$ cat src/logic/tracker_cmd_pkg.sv
// tracker_cmd_pkg: command word layout, mode codes, timing counts shared by both ends.
// assumes a 50 MHz sys_clk on both ends and one command word per transfer.
package tracker_cmd_pkg;
    localparam int CMD_W       = 32;
    localparam int COARSE_W    = 6;
    localparam int FINE_W      = 4;
    localparam int STEP_W      = 5;
    localparam int IDX_W       = 6;
    localparam int DEFL_W      = 8;
    // field positions in the command word
    localparam int XC_LSB      = 0;
    localparam int XF_LSB      = 6;
    localparam int YC_LSB      = 10;
    localparam int YF_LSB      = 16;
    localparam int STEP_LSB    = 20;
    localparam int ULOL_BIT    = 25;
    localparam int TSR_BIT     = 26;
    localparam int THD_LSB     = 27;
    localparam int TE_BIT      = 29;
    localparam int MODE_LSB    = 30;
    // mode codes of the two-bit system mode field
    localparam logic [1:0] MODE_PRIMARY = 2'h0;
    localparam logic [1:0] MODE_SEARCH  = 2'h1;
    localparam logic [1:0] MODE_CAMERA  = 2'h2;
    localparam logic [DEFL_W-1:0] DEFL_LIMIT = 8'h80;
    localparam logic [CMD_W-1:0]  CMD_RESET  = 32'h0000_0000;
    // timing
    localparam int     CLK_HZ       = 50_000_000;
    localparam real    DWELL_MS     = 2.4;
    localparam int     DWELL_CYCLES = int'(DWELL_MS * CLK_HZ / 1000.0);
    localparam real    SPACING_S    = 1.0;
    localparam int     SPACING_CYCLES = int'(SPACING_S * CLK_HZ);

    typedef enum logic [1:0] {SYS_PRIMARY, SYS_SEARCH, SYS_CAMERA} sys_mode_t;

    // every code maps to a normal mode, no forbidden pattern
    function automatic sys_mode_t decode_mode(input logic [1:0] code);
        if (code[1])
            return SYS_CAMERA;
        else if (code[0])
            return SYS_SEARCH;
        else
            return SYS_PRIMARY;
    endfunction

    // negative zero: sign set, magnitude bits clear
    function automatic logic is_neg_zero(input logic [COARSE_W-1:0] c);
        return c == {1'b1, {(COARSE_W-1){1'b0}}};
    endfunction
endpackage

$ cat src/logic/tracker_cmd_if.sv
// tracker_cmd_if: command link between sequencer and tracker command logic.
// assumes both ends on sys_clk; strobes are one-cycle pulses.
`timescale 1ns/1ps
interface tracker_cmd_if;
    logic                                 cmd_valid;
    logic [tracker_cmd_pkg::CMD_W-1:0]    serial_command_word;
    logic                                 continue_search;

    modport commander (output cmd_valid, output serial_command_word, output continue_search);
    modport tracker   (input cmd_valid, input serial_command_word, input continue_search);
endinterface

$ cat src/logic/tracker_mode_command_setup.sv
// tracker_mode_command_setup: tracker end, decodes command words into mode,
// raster and track settings and steps the raster.
// assumes star_present and tlm_frame are synchronous to sys_clk.
`timescale 1ns/1ps
module tracker_mode_command_setup #(
    parameter int DWELL = tracker_cmd_pkg::DWELL_CYCLES
) (
    input  wire logic                                sys_clk,
    input  wire logic                                resetn,
    tracker_cmd_if.tracker                           link,
    input  wire logic                                star_present,
    input  wire logic                                tlm_frame,
    output logic [1:0]                               system_mode_field,
    output logic                                     track_enable_flag,
    output logic                                     underlap_overlap_select,
    output logic                                     track_scan_rate_select,
    output logic [1:0]                               acquisition_threshold_field,
    output logic [tracker_cmd_pkg::DEFL_W-1:0]       defl_x,
    output logic [tracker_cmd_pkg::DEFL_W-1:0]       defl_y,
    output logic [tracker_cmd_pkg::FINE_W-1:0]       fine_x,
    output logic [tracker_cmd_pkg::FINE_W-1:0]       fine_y,
    output logic                                     tracking,
    output logic                                     mag_refresh,
    output logic                                     end_of_scan_line
);
    localparam int CW = tracker_cmd_pkg::COARSE_W;
    localparam int FW = tracker_cmd_pkg::FINE_W;
    localparam int SW = tracker_cmd_pkg::STEP_W;
    localparam int IW = tracker_cmd_pkg::IDX_W;
    localparam int DW = tracker_cmd_pkg::DEFL_W;

    typedef enum logic [1:0] {ST_PRIMARY, ST_SEARCH, ST_TRACK} scan_state_t;

    // command capture
    logic                                cmd_reg, cmd_next;
    logic [tracker_cmd_pkg::CMD_W-1:0]   word_reg, word_next;
    // active settings
    logic [1:0]    mode_reg, mode_next;
    logic          te_reg, te_next, ulol_reg, ulol_next, tsr_reg, tsr_next;
    logic [1:0]    thd_reg, thd_next;
    logic [CW-1:0] xc_reg, xc_next, yc_reg, yc_next;
    logic [FW-1:0] xf_reg, xf_next, yf_reg, yf_next;
    logic [SW-1:0] step_reg, step_next;
    // deferred coarse settings
    logic [CW-1:0] px_reg, px_next, py_reg, py_next;
    logic [SW-1:0] pstep_reg, pstep_next;
    logic          pline_reg, pline_next, pframe_reg, pframe_next;
    // raster
    scan_state_t   state_reg, state_next;
    logic [IW-1:0] xi_reg, xi_next, yi_reg, yi_next;
    logic [31:0]   dwell_reg, dwell_next;
    logic          mag_reg, mag_next, eol_reg, eol_next;
    logic          trk_reg, trk_next;
    logic [DW-1:0] dx_reg, dx_next, dy_reg, dy_next;

    // word fields
    logic [1:0]    w_mode;
    logic [CW-1:0] w_xc, w_yc;
    logic [FW-1:0] w_xf, w_yf;
    logic [SW-1:0] w_step;
    logic [IW-1:0] span;
    logic          dwell_end, camera, may_track, restart;

    // capture the word whole so no update mixes two words
    always_comb begin
        cmd_next  = link.cmd_valid;
        word_next = link.cmd_valid ? link.serial_command_word : word_reg;
    end

    always_ff @(posedge sys_clk or negedge resetn) begin
        if (!resetn) begin
            cmd_reg  <= 1'b0;
            word_reg <= tracker_cmd_pkg::CMD_RESET;
        end else begin
            cmd_reg  <= cmd_next;
            word_reg <= word_next;
        end
    end

    // settings, deferred updates and raster stepping share one next-state block
    always_comb begin
        w_mode = word_reg[tracker_cmd_pkg::MODE_LSB +: 2];
        w_xc   = word_reg[tracker_cmd_pkg::XC_LSB +: CW];
        w_yc   = word_reg[tracker_cmd_pkg::YC_LSB +: CW];
        w_xf   = word_reg[tracker_cmd_pkg::XF_LSB +: FW];
        w_yf   = word_reg[tracker_cmd_pkg::YF_LSB +: FW];
        w_step = word_reg[tracker_cmd_pkg::STEP_LSB +: SW];
        camera = tracker_cmd_pkg::decode_mode(mode_reg) == tracker_cmd_pkg::SYS_CAMERA;
        may_track = (tracker_cmd_pkg::decode_mode(mode_reg) == tracker_cmd_pkg::SYS_SEARCH) || (camera && te_reg);
        span   = {step_reg, 1'b0};  // 2*steps+1 positions
        mode_next = mode_reg;   te_next = te_reg;     ulol_next = ulol_reg;
        tsr_next  = tsr_reg;    thd_next = thd_reg;   step_next = step_reg;
        xc_next   = xc_reg;     yc_next = yc_reg;     xf_next = xf_reg;   yf_next = yf_reg;
        px_next   = px_reg;     py_next = py_reg;     pstep_next = pstep_reg;
        pline_next = pline_reg; pframe_next = pframe_reg;
        state_next = state_reg; xi_next = xi_reg;     yi_next = yi_reg;
        dwell_next = dwell_reg;
        mag_next  = 1'b0;
        eol_next  = 1'b0;
        restart   = 1'b0;
        // dwell: fixed timer in search and track, telemetry frame in camera mode
        dwell_end = 1'b0;
        if (state_reg != ST_PRIMARY) begin
            if (camera) begin
                dwell_end  = tlm_frame;
                dwell_next = 32'h0000_0000;
            end else if (dwell_reg >= 32'(DWELL - 1)) begin
                dwell_end  = 1'b1;
                dwell_next = 32'h0000_0000;
            end else begin
                dwell_next = dwell_reg + 32'h0000_0001;
            end
        end
        // raster stepping
        if (state_reg == ST_SEARCH) begin
            if (link.continue_search) begin
                if (yi_reg + 6'h02 > span) begin
                    yi_next = '0;
                    xi_next = '0;
                end else begin
                    yi_next = yi_reg + 6'h02;
                end
            end else if (dwell_end) begin
                mag_next = 1'b1;
                if (may_track && star_present) begin
                    state_next = ST_TRACK;
                end else if (xi_reg >= span) begin
                    // zero steps leaves span at zero, so the spot never moves
                    xi_next  = '0;
                    eol_next = 1'b1;
                    if (pline_reg) begin
                        xc_next    = px_reg;
                        step_next  = pstep_reg;
                        pline_next = 1'b0;
                    end
                    if (yi_reg >= span) begin
                        yi_next = '0;
                        if (pframe_reg) begin
                            yc_next     = py_reg;
                            step_next   = pstep_reg;
                            pframe_next = 1'b0;
                        end
                    end else begin
                        yi_next = yi_reg + 6'h01;
                    end
                end else begin
                    xi_next = xi_reg + 6'h01;
                end
            end
        end else if (state_reg == ST_TRACK) begin
            // spot holds while tracking, also when the star drops out
            if (dwell_end)
                mag_next = 1'b1;
            if (link.continue_search) begin
                state_next = ST_SEARCH;
                if (pline_reg) begin
                    xc_next = px_reg;
                    step_next = pstep_reg;
                    pline_next = 1'b0;
                end
                if (pframe_reg) begin
                    yc_next = py_reg;
                    pframe_next = 1'b0;
                end
                yi_next = (yi_reg + 6'h02 > span) ? 6'h00 : yi_reg + 6'h02;
            end
        end
        // command acceptance, one cycle after the word arrives
        if (cmd_reg) begin
            xf_next   = w_xf;
            yf_next   = w_yf;
            ulol_next = word_reg[tracker_cmd_pkg::ULOL_BIT];
            tsr_next  = word_reg[tracker_cmd_pkg::TSR_BIT];
            if (tracker_cmd_pkg::decode_mode(w_mode) == tracker_cmd_pkg::SYS_PRIMARY) begin
                // steps, track enable and threshold are left as they were; tracking drops with the state
                mode_next  = w_mode;
                xc_next    = w_xc;
                yc_next    = w_yc;
                state_next = ST_PRIMARY;
                pline_next = 1'b0;
                pframe_next = 1'b0;
            end else if (tracker_cmd_pkg::decode_mode(w_mode) != tracker_cmd_pkg::decode_mode(mode_reg) ||
                         word_reg[tracker_cmd_pkg::TE_BIT] != te_reg) begin
                restart = 1'b1;
            end else begin
                thd_next    = word_reg[tracker_cmd_pkg::THD_LSB +: 2];
                px_next     = w_xc;
                py_next     = w_yc;
                pstep_next  = w_step;
                pline_next  = 1'b1;
                pframe_next = 1'b1;
            end
        end
        // new search or camera mode or tracking state: take every field and start the raster over
        if (restart) begin
            mode_next   = w_mode;
            te_next     = word_reg[tracker_cmd_pkg::TE_BIT];
            thd_next    = word_reg[tracker_cmd_pkg::THD_LSB +: 2];
            xc_next     = w_xc;
            yc_next     = w_yc;
            step_next   = w_step;
            pline_next  = 1'b0;
            pframe_next = 1'b0;
            xi_next     = '0;
            yi_next     = '0;
            dwell_next  = 32'h0000_0000;
            state_next  = ST_SEARCH;
        end
        // deflection from two's complement start plus x raster offset, minus y raster offset
        if (tracker_cmd_pkg::is_neg_zero(xc_reg))
            dx_next = tracker_cmd_pkg::DEFL_LIMIT;
        else
            dx_next = DW'({{(DW-CW){xc_reg[CW-1]}}, xc_reg} + {{(DW-IW){1'b0}}, xi_reg});
        if (tracker_cmd_pkg::is_neg_zero(yc_reg))
            dy_next = tracker_cmd_pkg::DEFL_LIMIT;
        else
            dy_next = DW'({{(DW-CW){yc_reg[CW-1]}}, yc_reg} - {{(DW-IW){1'b0}}, yi_reg});
        // own flop so the tracking pin is glitch free, same timing as the state
        trk_next = state_next == ST_TRACK;
    end

    always_ff @(posedge sys_clk or negedge resetn) begin
        if (!resetn) begin
            mode_reg <= tracker_cmd_pkg::MODE_PRIMARY;
            te_reg <= 1'b0;  ulol_reg <= 1'b0;  tsr_reg <= 1'b0;  thd_reg <= 2'h0;
            xc_reg <= '0;    yc_reg <= '0;      xf_reg <= '0;     yf_reg <= '0;
            step_reg <= '0;  px_reg <= '0;      py_reg <= '0;     pstep_reg <= '0;
            pline_reg <= 1'b0;
            pframe_reg <= 1'b0;
            state_reg <= ST_PRIMARY;
            xi_reg <= '0;
            yi_reg <= '0;
            dwell_reg <= 32'h0000_0000;
            mag_reg <= 1'b0;
            eol_reg <= 1'b0;
            trk_reg <= 1'b0;
            dx_reg <= '0;
            dy_reg <= '0;
        end else begin
            mode_reg <= mode_next;
            te_reg <= te_next;  ulol_reg <= ulol_next;  tsr_reg <= tsr_next;  thd_reg <= thd_next;
            xc_reg <= xc_next;  yc_reg <= yc_next;      xf_reg <= xf_next;    yf_reg <= yf_next;
            step_reg <= step_next;  px_reg <= px_next;  py_reg <= py_next;    pstep_reg <= pstep_next;
            pline_reg <= pline_next;
            pframe_reg <= pframe_next;
            state_reg <= state_next;
            xi_reg <= xi_next;
            yi_reg <= yi_next;
            dwell_reg <= dwell_next;
            mag_reg <= mag_next;
            eol_reg <= eol_next;
            trk_reg <= trk_next;
            dx_reg <= dx_next;
            dy_reg <= dy_next;
        end
    end

    assign system_mode_field           = mode_reg;
    assign track_enable_flag           = te_reg;
    assign underlap_overlap_select     = ulol_reg;
    assign track_scan_rate_select      = tsr_reg;
    assign acquisition_threshold_field = thd_reg;
    assign defl_x                      = dx_reg;
    assign defl_y                      = dy_reg;
    assign fine_x                      = xf_reg;
    assign fine_y                      = yf_reg;
    assign tracking                    = trk_reg;
    assign mag_refresh                 = mag_reg;
    assign end_of_scan_line            = eol_reg;
endmodule // tracker_mode_command_setup

$ cat src/flat_wrapper.sv
// flat-port wrapper written by rule: the top's interface ports become plain ports
module tracker_mode_command_setup_flat 
#(
    parameter int DWELL = tracker_cmd_pkg::DWELL_CYCLES
)
  (sys_clk, resetn, star_present, tlm_frame, system_mode_field, track_enable_flag, underlap_overlap_select, track_scan_rate_select, acquisition_threshold_field, defl_x, defl_y, fine_x, fine_y, tracking, mag_refresh, end_of_scan_line, link_cmd_valid, link_serial_command_word, link_continue_search);
  tracker_cmd_if link_i ();
  input  wire logic sys_clk;
  input  wire logic resetn;
  input  wire logic star_present;
  input  wire logic tlm_frame;
  output logic [1:0] system_mode_field;
  output logic track_enable_flag;
  output logic underlap_overlap_select;
  output logic track_scan_rate_select;
  output logic [1:0] acquisition_threshold_field;
  output logic [tracker_cmd_pkg::DEFL_W-1:0] defl_x;
  output logic [tracker_cmd_pkg::DEFL_W-1:0] defl_y;
  output logic [tracker_cmd_pkg::FINE_W-1:0] fine_x;
  output logic [tracker_cmd_pkg::FINE_W-1:0] fine_y;
  output logic tracking;
  output logic mag_refresh;
  output logic end_of_scan_line;
  input wire logic [$bits(link_i.cmd_valid)-1:0] link_cmd_valid;
  input wire logic [$bits(link_i.serial_command_word)-1:0] link_serial_command_word;
  input wire logic [$bits(link_i.continue_search)-1:0] link_continue_search;
  assign link_i.cmd_valid = link_cmd_valid;
  assign link_i.serial_command_word = link_serial_command_word;
  assign link_i.continue_search = link_continue_search;
  tracker_mode_command_setup #(.DWELL(DWELL)) u_core (.sys_clk(sys_clk), .resetn(resetn), .link(link_i), .star_present(star_present), .tlm_frame(tlm_frame), .system_mode_field(system_mode_field), .track_enable_flag(track_enable_flag), .underlap_overlap_select(underlap_overlap_select), .track_scan_rate_select(track_scan_rate_select), .acquisition_threshold_field(acquisition_threshold_field), .defl_x(defl_x), .defl_y(defl_y), .fine_x(fine_x), .fine_y(fine_y), .tracking(tracking), .mag_refresh(mag_refresh), .end_of_scan_line(end_of_scan_line));
endmodule
$ cat config.mk
export PLATFORM = sky130hd
export DESIGN_NAME = tracker_mode_command_setup_flat
export DESIGN_NICKNAME = d
export VERILOG_FILES = /design/src/logic/tracker_cmd_pkg.sv /design/src/logic/tracker_cmd_if.sv /design/src/logic/tracker_mode_command_setup.sv /design/src/flat_wrapper.sv
export SDC_FILE = /design/constraint.sdc
export NUM_CORES = 1
export LEC_CHECK = 0
export BUFFER_PORTS_ARGS = -buffer_cell sky130_fd_sc_hd__buf_2
export CORE_UTILIZATION = 54
export DETAILED_ROUTE_END_ITERATION = 12
export PLACE_DENSITY = 0.85
export SLEW_MARGIN = 10
export SYNTH_ARGS = -nofsm -noshare
export SYNTH_HDL_FRONTEND = slang
export SYNTH_SLANG_ARGS = --single-unit
$ cat constraint.sdc
create_clock -name sys_clk -period 2.55 [get_ports sys_clk]
set_input_delay 0.255 -clock sys_clk [delete_from_list [all_inputs] [get_ports sys_clk]]
set_output_delay 0.255 -clock sys_clk [all_outputs]
set_load 0.02 [all_outputs]
### Word-level counts from Yosys, hierarchy flattened

Index checks and enable logic that the tools add are counted.

* RAM bits: 0
* bits in read-only memories: 0
* register bits after elaboration: 149
* logic and storage cells: 194
* latch bits: 0
* memories: 0

* order comparisons: 4
* div/mod/pow operators: 0
* equal/unequal tests: 16
* multipliers: 0
* mux-type cells: 120
* reductions and logical operators: 20
* bitwise operators: 2
* shift operators: 0
* add/sub/neg operators: 6

Operator list (count)
* $mux 6: 40
* $mux 32: 4
* $mux 5: 11
* $mux 2: 23
* $mux 1: 40
* $add 32x1->32 const B: 1
* $ge 32x17->1 const B: 1
* $mux 8: 2
* $add 6x1->6 const B: 2
* $eq 6x6->1 const B: 2
* $ge 6x6->1: 2
* $reduce_bool 3->1: 4
* $reduce_bool 2->1: 5
* $add 6x7->8: 1
* $sub 6x7->8: 1
* $add 6x2->6 const B: 1
* $eq 2x2->1 const B: 3
* $gt 6x6->1: 1
* $ne 3x1->1 const B: 2
* $ne 3x2->1 const B: 2
* $reduce_and 3->1: 2
* $reduce_and 6->1: 1
* $reduce_and 5->1: 1
* $eq 2x1->1 const B: 2
* 10 further kinds: 14

### Depth between registers and ports, before layout

* word-level depth: 14
* depth in mapped cells: 11
* mapped depth without buffers: 11

### Worst setup path before layout

Ideal clock, no wire load.

* path type: flip-flop to flip-flop
* from: register u_core.yi_reg[1]
* to: register u_core.yi_reg[5]
* path slack: -0.241 ns
* data arrival time: 2.714 ns
* buffers on the path: 0
* cell stages (with the launch flop): 11
* cell sequence: dfrtp_1 > ha_1 > nand3_1 > xnor2_1 > ha_1 > nand3_1 > or4b_2 > o31ai_1 > o21ai_0 > or4_1 > o21ai_1

* word-level cells in the longest chain between the ends: 8
* elaborated cells between the ends (all ways): 14
* classes of those cells: 2 x add/sub; 2 x order compare; 10 x mux

Ends and longest elaborated chain
* start, declared: line tracker_mode_command_setup.sv:50 `logic [IW-1:0] xi_reg, xi_next, yi_reg, yi_next;`
* start signal, assigned: line tracker_mode_command_setup.sv:248 `yi_reg <= yi_next;`
* branches (longest 6 deep; another with $add 6x2->6)
* $mux 6 *: line tracker_mode_command_setup.sv:115 `if (state_reg == ST_SEARCH) begin`
* $mux 6 *: line tracker_mode_command_setup.sv:195 `if (restart) begin`

Mark *: on every way between the ends. The select of a mux whose other input is x is not followed.
A chain may end at the register's enable or synchronous reset.

### Worst setup path after layout

* from: register u_core.yi_reg[2]
* to: register u_core.yi_reg[2]

The elaborated chain is that of the path after synthesis.

==> reports/qor.tcl <==
set qor(grt_use_total_pct) 25.4
set qor(crit-reg2reg-launch) {u_core.yi_reg[2]}
set qor(worst_setup_path_start_kind) {register}
set qor(cts_buffers) 17
set qor(starting_utilization_of_the_core_area_pct) 56.1
set qor(net_count_final) 881
set qor(postSynth.asyncResetShare_pct) 100
set qor(post-place-ws_ps) -65.7
set qor(power_w) 0.00838
set qor(yosysUniqueCellTypes) 64
set qor(power.leakage_nw) 4.09
set qor(timing.critical_path.max_delay_family) {simple AND/OR/NAND/NOR gates}
set qor(vdd_ir_drop_max_mv) 0.605
set qor(worst_slew_margin_rel_pct) 49.4
set qor(globalRouteOverflowTotal) 0
set qor(globalplace.congestion) 0.874
set qor(fraction_of_post_synthesis_cell_area_in_the_top_cell_type_by_area_pct) 49.4
set qor(worst-endpoint-arrival_ps) 2900
set qor(setup_ws_ps) -47.7
set qor(rows) 42
set qor(detail_routed_via_count_per_cell) 5.89
set qor(fin_worst_skew_ps) 9.05
set qor(insertedDiodeCount) 0
set qor(cp_slowest_cell) {or4b_4}
set qor(timing.reg2reg.worst_path_depth) 10
set qor(setup-violations-final) 1
set qor(violations_in_the_final_reports) {negative setup slack}
set qor(synthesis.nets) 777
set qor(finalInstanceArea_um2) 9010
set qor(ys.warnings.count) 0
set qor(place_area_um2) 8310
set qor(syn-cell-area_um2) 7540
set qor(max_freq_mhz) 385
set qor(clk-insertion-delay-late_ps) 430
set qor(hold-worst-slack_ps) 54.6
set qor(critPathMostFrequentCell) {nand3_2}
set qor(r2r_setup_slack_ps) -50
set qor(root_buffer) {clkbuf_16}
set qor(synth_top_flop_cell) {dfrtp_1}
set qor(tritoncts) {yes}
set qor(number_of_global_route_vias_before_repair) 5748
set qor(final_critical_path_share_of_the_clock_period_pct) 102
set qor(yosys.area.top_type) {dfrtp_1}
set qor(synth.area.top_cells) {dfrtp_1 49%, mux2_2 9.7%, ha_1 6.0%}
set qor(finalMaxSlewViolations) 0
set qor(cp_cell_sequence) {ha_4 -> nand3_2 -> xnor2_2 -> ha_1 -> nand3_2 -> or4b_4 -> o31ai_4 -> o21ai_2 -> buf_4 -> o41ai_1}
set qor(clock-sinks) 149
set qor(post_synth.cell_area_avg_um2) 10.8
set qor(whs_path_depth) 2
set qor(hpwlAfterDp_um) 11900
set qor(cts_max_level) 4
set qor(min_from) {link_serial_command_word[11]}
set qor(finalCriticalPeriod_ps) 2600
set qor(dr_pass1_iterations) 5
set qor(syn_inst) 701
set qor(layout-drive-gt1-share_pct) 30.1
set qor(path_clk_slew_ps) 60
set qor(most_frequent_cells_in_the_layout) {147 x dfrtp_1, 79 x nor2_1, 70 x buf_2}
set qor(critical_path_class) {register to register}
set qor(sequential_share_of_the_synthesized_area_pct) 49.4
set qor(grt_pass1_wl_um) 28300
set qor(final_hold_viol_count) 0
set qor(biggest_cell_delay_along_the_critical_path_ps) 500
set qor(fillCellCount) 1029
set qor(synth_seq_cells) 149
set qor(path_buf_inv) 1
set qor(status) {complete, but fails checks}
set qor(r2r_end) {u_core.yi_reg[2]}
set qor(clock_path_buffers) 2
set qor(grt_antenna_before_repair) 0
set qor(max_cap_viol_count) 0
set qor(critPathRequiredTime_ps) 2850
set qor(multiInputGateArea_um2) 3760
set qor(worstMarginPinSlew_ps) 759
set qor(grt_start_max_net_pins) 47
set qor(die_area_um2) 14400
set qor(rsz_0062_raised_after_global_routing) {yes}
set qor(wl_per_cell_um) 17.3
set qor(io_buffer_count) 71
set qor(worst-path-max-fanout) 4
set qor(syn2layout_area_growth_pct) 19.5
set qor(die_h_um) 120
set qor(chipWidth_um) 120
set qor(core_footprint_um2) 13500
set qor(remaining_drc_errors) 0
set qor(cp-end-kind) {register}
set qor(endpoint_with_the_worst_hold_slack) {u_core.word_reg[11]}
set qor(area.sequential_um2) 3730
set qor(ios) 72
set qor(synth-edff-count) 0
set qor(final_common_cell) {dfrtp_1}
set qor(detailroute.via_count) 5858
set qor(postRouteAntennaNets) 0
set qor(timing.hold.worst.class) {primary input to register}
set qor(p_per_area_nw_per_um2) 930
set qor(routed_wl_um) 17200
set qor(drt_iter0_drc) 461
## per-layer routing
metal	track usage, %	vias to the layer above	wire length [um]
li1	-	2753	-
met1	32.7	2867	7440
met2	41.5	206	8400
met3	5.75	32	980
met4	10.2	0	381
met5	0	-	0
## final cells by class
type | instances | area share (%)
Multi-Input combinational cell | 503 | 41.7
Sequential cell | 149 | 41.4
Timing Repair Buffer | 107 | 7.12
Clock buffer | 20 | 4.85
Tap cell | 176 | 2.44
Clock inverter | 12 | 1.35
Inverter | 27 | 1.12
## worst reg2reg max path, delay by kind of cell, from the launching register on
| kind | cells | cell delay [ps] |
|---|---|---|
| AND/OR/NAND/NOR | 3 | 690 |
| AO/OA/AOI/OAI | 3 | 560 |
| adder cells (fa/ha/maj) | 2 | 490 |
| flip-flops | 1 | 420 |
| XOR/XNOR | 1 | 160 |
| buffers and inverters | 1 | 160 |
## cells in the mapped netlist (8+ instances only)
| cell type | instances |
|---|---|
| xnor2_1 | 11 |
| nor2b_1 | 12 |
| nand2b_1 | 22 |
| nor2_1 | 81 |
| nand3_1 | 19 |
| dfrtp_1 | 149 |
| nor3_1 | 17 |
| a21o_1 | 8 |
| o21ai_0 | 26 |
| a31oi_1 | 9 |
| clkbuf_1 | 13 |
| xor2_1 | 14 |
| and3_1 | 10 |
| nand4_1 | 13 |
| inv_1 | 25 |
| nand2_1 | 28 |
| mux2_2 | 65 |
| a211oi_1 | 15 |
| a21oi_1 | 35 |
| ha_1 | 36 |
## stage by stage
stage	cells	setup TNS [ps]	util [%]
6_report	994	-47.7	67.0
5_1_grt	994	-360	67.0
4_1_cts	992	0	66.2
3_5_place_dp	959	-337	61.7
3_3_place_gp	959	-0.418	61.7
2_1_floorplan	701	0	-
## how the worst max path moves through the flow
| stage | from | to | slack [ps] | cells past startpoint |
|---|---|---|---|---|
| floorplan | u_core.yi_reg[2] | u_core.yi_reg[5] | 20 | 10 |
| global placement | u_core.yi_reg[2] | u_core.xi_reg[4] | -0.4 | 11 |
| detailed placement | u_core.yi_reg[2] | u_core.xi_reg[4] | -70 | 11 |
| CTS | u_core.yi_reg[2] | u_core.xi_reg[5] | 5 | 11 |
| global route | u_core.yi_reg[2] | u_core.yi_reg[4] | -70 | 11 |
| finish | u_core.yi_reg[2] | u_core.yi_reg[2] | -50 | 10 |
## cell families after synthesis
logic type                 Yosys count  share of synthesized area, %
and+or+nand+nor                    231                          15.2
xor gates and xnor gates            25                          2.90
DFF                                149                          49.4
adders and majority gates           38                          6.50
AOI/OAI and AO/OA                  144                          13.7
muxes                               65                          9.70
buffers and inverters               49                          2.55
## power by group
part | internal [W] | switching (W) | total, W
combinational | 0.00123 | 0.00152 | 0.00275
clock | 0.00136 | 0.00103 | 0.00239
sequential | 0.00284 | 0.000406 | 0.00324
## repair_timing
item	4_1_cts	5_1_grt
hold buffers	1	0
setup endpoints to repair	10	34
gates resized for setup	5	27
endpoints found under the hold margin	42	0
setup buffers	0	2
pin swaps	3	5
No activity file was read; power rests on OpenSTA's default activity.
